**src/shared/pcd_defs.vh**
```
// Purpose: Constants for the capability list discovery block
// Assumes: Config space addressed by DWORD number, byte enables per lane
// Notes:   Offsets are byte addresses in configuration space
`ifndef PCD_DEFS_VH
`define PCD_DEFS_VH

`define PCD_STATUS_OFS        8'h06
`define PCD_STATUS_DW         6'h01
`define PCD_CAP_BIT           4
`define PCD_CAPPTR_OFS        8'h34
`define PCD_CAPPTR_DW         6'h0d
`define PCD_HDR_END           8'h40
`define PCD_PM_OFS            8'h40
`define PCD_PM_DW             6'h10
`define PCD_PM_ID             8'h01
`define PCD_NEXT_END          8'h00
`define PCD_PM_VERSION        3'h3
`define PCD_PMC_VER_LSB       0
`define PCD_PMC_D1_BIT        9
`define PCD_PMC_D2_BIT        10
`define PCD_PMC_PME_LSB       11
`define PCD_CSR_STATE_LSB     0
`define PCD_CSR_PME_EN_BIT    8
`define PCD_CSR_PME_ST_BIT    15
`define PCD_D0                2'h0
`define PCD_D1                2'h1
`define PCD_D2                2'h2
`define PCD_D3HOT             2'h3

`endif

```
**src/core/pcd_cap_list.v**
```verilog
// Purpose: Config space capability list with a power management item
// Assumes: Single-cycle config read/write strobes on the PCI clock
// Notes:   Reads answer one cycle later; unmapped space reads zero
`timescale 1ns/1ps
`include "pcd_defs.vh"

module pcd_cap_list #(
  parameter       CAP_EN     = 1,
  parameter       D1_SUP     = 1,
  parameter       D2_SUP     = 1,
  parameter [4:0] PME_SUP    = 5'h0f,
  parameter       FUNC_NUM   = 0,
  parameter [7:0] SHARED_PWR = 8'h00,
  parameter       NFUNC      = 1
) (
  // Clock, reset, enable
  input  wire                 clk,
  input  wire                 sys_rst,
  input  wire                 clk_en,
  // Configuration access
  input  wire [5:0]           cfg_dw,
  input  wire [3:0]           cfg_be,
  input  wire                 cfg_rd,
  input  wire                 cfg_wr,
  input  wire [31:0]          cfg_wdata,
  output reg  [31:0]          cfg_rdata_q,
  output reg                  cfg_rvalid_q,
  // Wake event pin and request
  input  wire                 wake_event,
  output reg                  wake_req_q,
  // Power state seen by the function
  output reg  [1:0]           power_state_q,
  // Other functions' states for the shared logic
  input  wire [2*NFUNC-1:0]   other_states,
  output reg                  shared_off_q
);

  // Control and status state
  reg        pme_en_q;
  reg        pme_en_d;
  reg        pme_st_q;
  reg        pme_st_d;
  reg [1:0]  power_state_d;
  reg [7:0]  data_sel_q;
  reg [7:0]  data_sel_d;
  reg        wake_req_d;
  // Read return path
  reg [31:0] cfg_rdata_d;
  reg        cfg_rvalid_d;
  // Wake pin synchroniser and agreed level
  reg        ev_s1_q;
  reg        ev_s2_q;
  reg        ev_s3_q;
  reg        ev_seen_q;
  reg        ev_seen_d;
  // Shared interface logic
  reg        shared_off_d;
  wire       shared_off_w;
  reg [2*NFUNC-1:0] all_states;

  // Byte lane enable spread over a whole byte
  function [7:0] be_mask;
    input [3:0] be;
    input integer lane;
    be_mask = {8{be[lane]}};
  endfunction

  // True for the control/status dword of the power item
  function is_csr_dw;
    input [5:0] dw;
    is_csr_dw = (dw == `PCD_PM_DW + 6'h01);
  endfunction

  // True when the function may enter the requested state
  function state_legal;
    input [1:0] st;
    begin
      case (st)
        `PCD_D0:    state_legal = 1'b1;
        `PCD_D1:    state_legal = (D1_SUP != 0);
        `PCD_D2:    state_legal = (D2_SUP != 0);
        `PCD_D3HOT: state_legal = 1'b1;
        default:    state_legal = 1'b0;
      endcase
    end
  endfunction

  // Wake reporting allowed from the given state
  function wake_allowed;
    input [1:0] st;
    wake_allowed = PME_SUP[st];
  endfunction

  // Status upper half: capabilities bit only, rest zero
  wire [15:0] status_w = (CAP_EN != 0) ? (16'h0001 << `PCD_CAP_BIT) : 16'h0000;
  // Pointer forced DWORD aligned, zero when the list is disabled
  wire [7:0]  cap_ptr_w = (CAP_EN != 0) ? (`PCD_PM_OFS & 8'hfc) : 8'h00;

  // Capability word
  wire [15:0] pmc_w = ({13'h0000, `PCD_PM_VERSION} << `PCD_PMC_VER_LSB)
                    | ((D1_SUP != 0) ? (16'h0001 << `PCD_PMC_D1_BIT) : 16'h0000)
                    | ((D2_SUP != 0) ? (16'h0001 << `PCD_PMC_D2_BIT) : 16'h0000)
                    | ({11'h000, PME_SUP} << `PCD_PMC_PME_LSB);
  wire [15:0] csr_w = ({14'h0000, power_state_q} << `PCD_CSR_STATE_LSB)
                    | ({15'h0000, pme_en_q} << `PCD_CSR_PME_EN_BIT)
                    | ({15'h0000, pme_st_q} << `PCD_CSR_PME_ST_BIT);
  wire [7:0]  data_w = (FUNC_NUM == 0 && data_sel_q == 8'h00) ? SHARED_PWR : 8'h00;

  reg [31:0] rd_mux;
  always @* begin
    rd_mux = 32'h0000_0000;
    case (cfg_dw)
      `PCD_STATUS_DW: rd_mux = {status_w, 16'h0000};
      `PCD_CAPPTR_DW: rd_mux = {24'h00_0000, cap_ptr_w};
      `PCD_PM_DW: begin
        if (CAP_EN != 0) begin
          rd_mux = {pmc_w, `PCD_NEXT_END, `PCD_PM_ID};
        end
      end
      `PCD_PM_DW + 6'h01: begin
        if (CAP_EN != 0) begin
          rd_mux = {data_w, 8'h00, csr_w};
        end
      end
      default: rd_mux = 32'h0000_0000;
    endcase
  end

  // Write decode for the control/status dword
  wire       csr_wr      = cfg_wr && (CAP_EN != 0) && is_csr_dw(cfg_dw);
  wire       csr_wr_b0   = csr_wr && cfg_be[0];
  wire       csr_wr_b1   = csr_wr && cfg_be[1];
  wire       csr_wr_b3   = csr_wr && cfg_be[3];
  wire [1:0] req_state   = cfg_wdata[`PCD_CSR_STATE_LSB +: 2];
  wire       pme_allowed = wake_allowed(power_state_q);
  wire       ev_rise     = ev_s2_q && ev_s3_q && !ev_seen_q;
  wire       pme_set     = ev_rise && pme_allowed;
  wire       pme_clr     = csr_wr_b1 && cfg_wdata[`PCD_CSR_PME_ST_BIT];

  // Read data captured with the strobe, held until the next read
  always @* begin
    cfg_rvalid_d = cfg_rd;
    cfg_rdata_d  = cfg_rdata_q;
    if (cfg_rd) begin
      cfg_rdata_d = rd_mux;
    end
  end

  // Requested state taken only when the function supports it
  always @* begin
    power_state_d = power_state_q;
    if (csr_wr_b0 && state_legal(req_state)) begin
      power_state_d = req_state;
    end
  end

  always @* begin
    pme_en_d = pme_en_q;
    if (csr_wr_b1) begin
      pme_en_d = cfg_wdata[`PCD_CSR_PME_EN_BIT];
    end
  end

  // Set wins over write-one-to-clear
  always @* begin
    pme_st_d = pme_st_q;
    if (pme_set) begin
      pme_st_d = 1'b1;
    end else if (pme_clr) begin
      pme_st_d = 1'b0;
    end
  end

  always @* begin
    data_sel_d = data_sel_q;
    if (csr_wr_b3) begin
      data_sel_d = cfg_wdata[31:24] & be_mask(cfg_be, 3);
    end
  end

  // Armed status, or a fresh event in the same cycle, raises the request
  always @* begin
    wake_req_d = pme_en_q && (pme_st_q || pme_set);
  end

  // Agreed level moves only when the last two stages match
  always @* begin
    ev_seen_d = ev_seen_q;
    if (ev_s2_q == ev_s3_q) begin
      ev_seen_d = ev_s3_q;
    end
  end

  // Own state replaces the lowest slot of the other functions
  always @* begin
    all_states      = other_states;
    all_states[1:0] = power_state_q;
    shared_off_d    = shared_off_w;
  end

  // Read path registers
  always @(posedge clk) begin
    if (sys_rst) begin
      cfg_rdata_q  <= 32'h0000_0000;
      cfg_rvalid_q <= 1'b0;
    end else if (clk_en) begin
      cfg_rdata_q  <= cfg_rdata_d;
      cfg_rvalid_q <= cfg_rvalid_d;
    end
  end

  // Control and status registers, defined straight from reset
  always @(posedge clk) begin
    if (sys_rst) begin
      power_state_q <= `PCD_D0;
    end else if (clk_en) begin
      power_state_q <= power_state_d;
    end
  end

  always @(posedge clk) begin
    if (sys_rst) begin
      pme_en_q <= 1'b0;
    end else if (clk_en) begin
      pme_en_q <= pme_en_d;
    end
  end

  always @(posedge clk) begin
    if (sys_rst) begin
      pme_st_q <= 1'b0;
    end else if (clk_en) begin
      pme_st_q <= pme_st_d;
    end
  end

  always @(posedge clk) begin
    if (sys_rst) begin
      data_sel_q <= 8'h00;
    end else if (clk_en) begin
      data_sel_q <= data_sel_d;
    end
  end

  always @(posedge clk) begin
    if (sys_rst) begin
      wake_req_q <= 1'b0;
    end else if (clk_en) begin
      wake_req_q <= wake_req_d;
    end
  end

  // Wake pin: three stages, a change counts once stages two and three agree
  always @(posedge clk) begin
    if (sys_rst) begin
      ev_s1_q   <= 1'b0;
      ev_s2_q   <= 1'b0;
      ev_s3_q   <= 1'b0;
      ev_seen_q <= 1'b0;
    end else if (clk_en) begin
      ev_s1_q   <= wake_event;
      ev_s2_q   <= ev_s1_q;
      ev_s3_q   <= ev_s2_q;
      ev_seen_q <= ev_seen_d;
    end
  end

  always @(posedge clk) begin
    if (sys_rst) begin
      shared_off_q <= 1'b0;
    end else if (clk_en) begin
      shared_off_q <= shared_off_d;
    end
  end

  pcd_shared_power #(
    .NFUNC (NFUNC)
  ) u_shared (
    .clk          (clk),
    .sys_rst      (sys_rst),
    .clk_en       (clk_en),
    .func_state   (all_states),
    .shared_off_q (shared_off_w)
  );

endmodule // pcd_cap_list

```
**src/core/pcd_shared_power.v**
```verilog
// Purpose: Shared bus interface power control for a multi-function part
// Assumes: Each function reports its current power state, two bits each
// Notes:   Logic powers down only once every function sits in D3hot
`timescale 1ns/1ps
`include "pcd_defs.vh"

module pcd_shared_power #(
  parameter NFUNC = 1
) (
  // Clock and reset
  input  wire             clk,
  input  wire             sys_rst,
  input  wire             clk_en,
  // Function states
  input  wire [2*NFUNC-1:0] func_state,
  // Shared logic control
  output reg              shared_off_q
);

  reg all_d3;
  integer i;

  always @* begin
    all_d3 = 1'b1;
    for (i = 0; i < NFUNC; i = i + 1) begin
      if (func_state[2*i +: 2] != `PCD_D3HOT) begin
        all_d3 = 1'b0;
      end
    end
  end

  always @(posedge clk) begin
    if (sys_rst) begin
      shared_off_q <= 1'b0;
    end else if (clk_en) begin
      shared_off_q <= all_d3;
    end
  end

endmodule // pcd_shared_power

```
**config.mk**
```make
export PLATFORM = sky130hd
export DESIGN_NAME = pcd_cap_list
export DESIGN_NICKNAME = d
export VERILOG_FILES = /design/src/core/pcd_cap_list.v /design/src/core/pcd_shared_power.v
export VERILOG_INCLUDE_DIRS = /design/src /design/src/shared
export SDC_FILE = /design/constraint.sdc
export NUM_CORES = 1
export LEC_CHECK = 0
export BUFFER_PORTS_ARGS = -buffer_cell sky130_fd_sc_hd__buf_2
export CAP_MARGIN = 10
export CORE_AREA = 3 3 68 70
export CTS_BUF_LIST = sky130_fd_sc_hd__clkbuf_4 sky130_fd_sc_hd__clkbuf_8 sky130_fd_sc_hd__clkbuf_16
export DETAILED_ROUTE_END_ITERATION = 16
export DIE_AREA = 0 0 71 73
export MAX_ROUTING_LAYER = met4
export PLACE_DENSITY_LB_ADDON = 0.2
export RECOVER_POWER = 25
export SYNTH_ARGS = -nofsm -noshare
export SYNTH_HDL_FRONTEND = slang
export SYNTH_SLANG_ARGS = --single-unit
```
**constraint.sdc**
```tcl
create_clock -name clk -period 2.1 [get_ports clk]
set_input_delay 0.105 -clock clk [delete_from_list [all_inputs] [get_ports clk]]
set_output_delay 0.105 -clock clk [all_outputs]
set_load 0.02 [all_outputs]
```
==> run_results.csv <==
group,metric,value,unit
cts,clock_latency,0.25,ns
hold_path,hp-class,"primary input to register",
place,gp_congestion,0.719,
cts,cts_resized,0,
route,vias_per_cell,4.18,
floorplan,start_util,25.2,%
floorplan,rows,23,
route,drt_iter0_drc,16,
setup_path,crit_arrival,1.25,ns
setup_path,crit_required,2.23,ns
place,hpwl,1780,um
global_routing,grt_util_all_layers,9.15,%
setup_path,worstSetupStartpointType,"register",
place,port-buffer-count,36,
setup_path,path_max_fanout,3,
sta,finalHoldViolations,0,
global_routing,antenna_found_initial,0,
job,maxCapViolations,0,
setup_path,cp_cell_sequence,"ha_1 > nor2b_1 > mux2i_1 > nor2_1",
route,routed_wl,2250,um
finish,area_delta_synth_final,16.2,%
finish,final_layout_size_suffix_gt1_share,28.2,%
global_routing,grt_max_degree,21,
sta,drv_slew,0,
route,routedWlPerCell,11.3,um
sta,finalCritPeriodShare,53.1,%
yosys,ys_seq_area_share,37.5,%
sta,slew_headroom,64.0,%
sta,final.setup.tns,0,ns
yosys,yosys_warnings,0,
cts,cts_root_buf,"clkbuf_8",
floorplan,core,4030,um2
cts,clk_path_buf_depth,2,
pwr,total_power,0.717,mW
sta,max_freq,897,MHz
floorplan,dieArea,5180,um2
cts,cts.htree.levels,1,
pwr,powerDensity,609,nW/um2
floorplan,die_h,73,um
cts,cts-hold-fix-buffers,0,
yosys,synth_cell_types,28,
finish,antenna_cells,0,
cts,post_cts_buffers,0,
sta,tightest_slew,0.538,ns
global_routing,grt_pass1_vias,744,
cts,clock-sinks,19,
pwr,p_leak,0.547,nW
sta,rsz0062_at_grt,"false",
route,via_count,831,
run_status,status,"complete, no violations",
cts,clkTransAtPathRegs,0.07,ns
floorplan,die_w,71,um
route,drc,0,
floorplan,io_pins,87,
setup_path,cpPeakStageDelay,0.33,ns
yosys,synth_cells,119,
setup_path,end_kind,"register",
setup_path,slowest_stage,"dfxtp_1",
sta,fin_crit,1.12,ns
route,ant_nets,0,
global_routing,grt_pass1_wl,3620,um
finish,final_common_cell,"buf_2",
sta,setup_viol,0,
finish,nNetsFinal,201,
cts,numCtsBuffers,3,
sta,skew,0.00362,ns
global_routing,grt.overflow.total,0,
route,first_pass_iters,4,
pwr,irDropWorstVdd,0.316,mV
yosys,synth_area_per_cell,8.52,um2
setup_path,critPathKind,"register to register",
finish,most-common-layout-cells,"buf_2, dfxtp_1, conb_1",
yosys,synth_seq_cells,19,
cts,tritoncts,"built",
yosys,netlist_area,1010,um2
[area by class of cell]
type,instances,area (um2)
sequential,19,380
clock buffer,4,48.8
tap,50,62.6
fill,467,2850
inverter,2,7.51
multi-input combinational,86,487
timing repair buffer,38,191
[flip-flops by register name, summed over array words and instances (netlist names)]
register,count
wake_req_q,1
shared_off_q,1
pme_en_q,1
cfg_rdata_q,7
pme_st_q,1
u_shared.shared_off_q,1
ev_seen_q,1
cfg_rvalid_q,1
ev_s2_q,1
ev_s3_q,1
ev_s1_q,1
power_state_q,2
[logic make-up (layout without fill, tap and decap cells)]
logic type,count (synthesis),in the layout,synth area share (%)
adders and majority gates,1,1,1.23
buffers and inverters,31,44,20.7
other,1,18,0.370
and+or+nand+nor,43,43,24.0
muxes,6,6,5.93
DFF,19,19,37.5
AOI/OAI and AO/OA,18,18,10.2
[through the flow]
stage                     setup WS [ns]  instance area [um2]  instances  hold slack (ns)  utilization [%]
after floorplan                   0.958                 1080        136            0.252                -
after global placement            0.798                 1130        195            0.343             28.1
after detailed placement          0.778                 1130        195            0.353             28.1
after CTS                         0.971                 1180        199           0.0819             29.3
after global routing              0.910                 1180        199           0.0956             29.2
final                             0.985                 1180        199           0.0874             29.2
[cells in the mapped netlist (all sizes together)]
| library cell | count | share of area (%) |
|---|---|---|
| nor3b | 2 | 2.0 |
| o21a | 1 | 0.74 |
| conb | 1 | 0.37 |
| nor2 | 7 | 2.6 |
| buf | 26 | 19 |
| mux2i | 6 | 5.9 |
| and2 | 1 | 0.62 |
| nand3 | 3 | 1.5 |
| nor2b | 2 | 1.2 |
| a21oi | 13 | 6.4 |
| nand2b | 5 | 3.1 |
| or3b | 2 | 2.0 |
| nand4b | 1 | 0.86 |
| o2111ai | 1 | 0.86 |
| nand4 | 6 | 3.7 |
| or4 | 1 | 0.74 |
| o211ai | 1 | 0.74 |
| nand3b | 1 | 0.74 |
| nand2 | 10 | 3.7 |
| ha | 1 | 1.2 |
| inv | 2 | 0.74 |
| clkbuf | 3 | 1.1 |
| o31ai | 2 | 1.5 |
| dfxtp | 19 | 38 |
| and3 | 2 | 1.2 |
[worst paths after layout]
check,slack [ns],to,startpoint,cells after the start
hold reg to reg,0.45,cfg_rdata_q[15],cfg_rdata_q[15],2
setup reg to reg,0.98,ev_seen_q,ev_s2_q,4
hold / removal,0.09,ev_s1_q,wake_event,3
setup / recovery,0.98,ev_seen_q,ev_s2_q,4
[per-layer routing]
layer | track usage [%] | wire length (um)
met1 | 10.6 | 945
met5 | - | 0
met3 | 3.99 | 243
met4 | 0.626 | 0
met2 | 15.4 | 1060
[power breakdown]
part	leakage [nW]	total [mW]	internal (mW)	switching [mW]
clock network	0.0262	0.259	0.147	0.111
logic	0.367	0.0928	0.0276	0.0652
registers	0.153	0.366	0.364	0.00211
[critical path: cells and delay by family (launching register included)]
family        cells  cell delay, ns
fa+ha+maj         1            0.29
flops             1            0.33
mux               1            0.19
simple gates      2            0.19
Power figures use the tool's default switching activity.
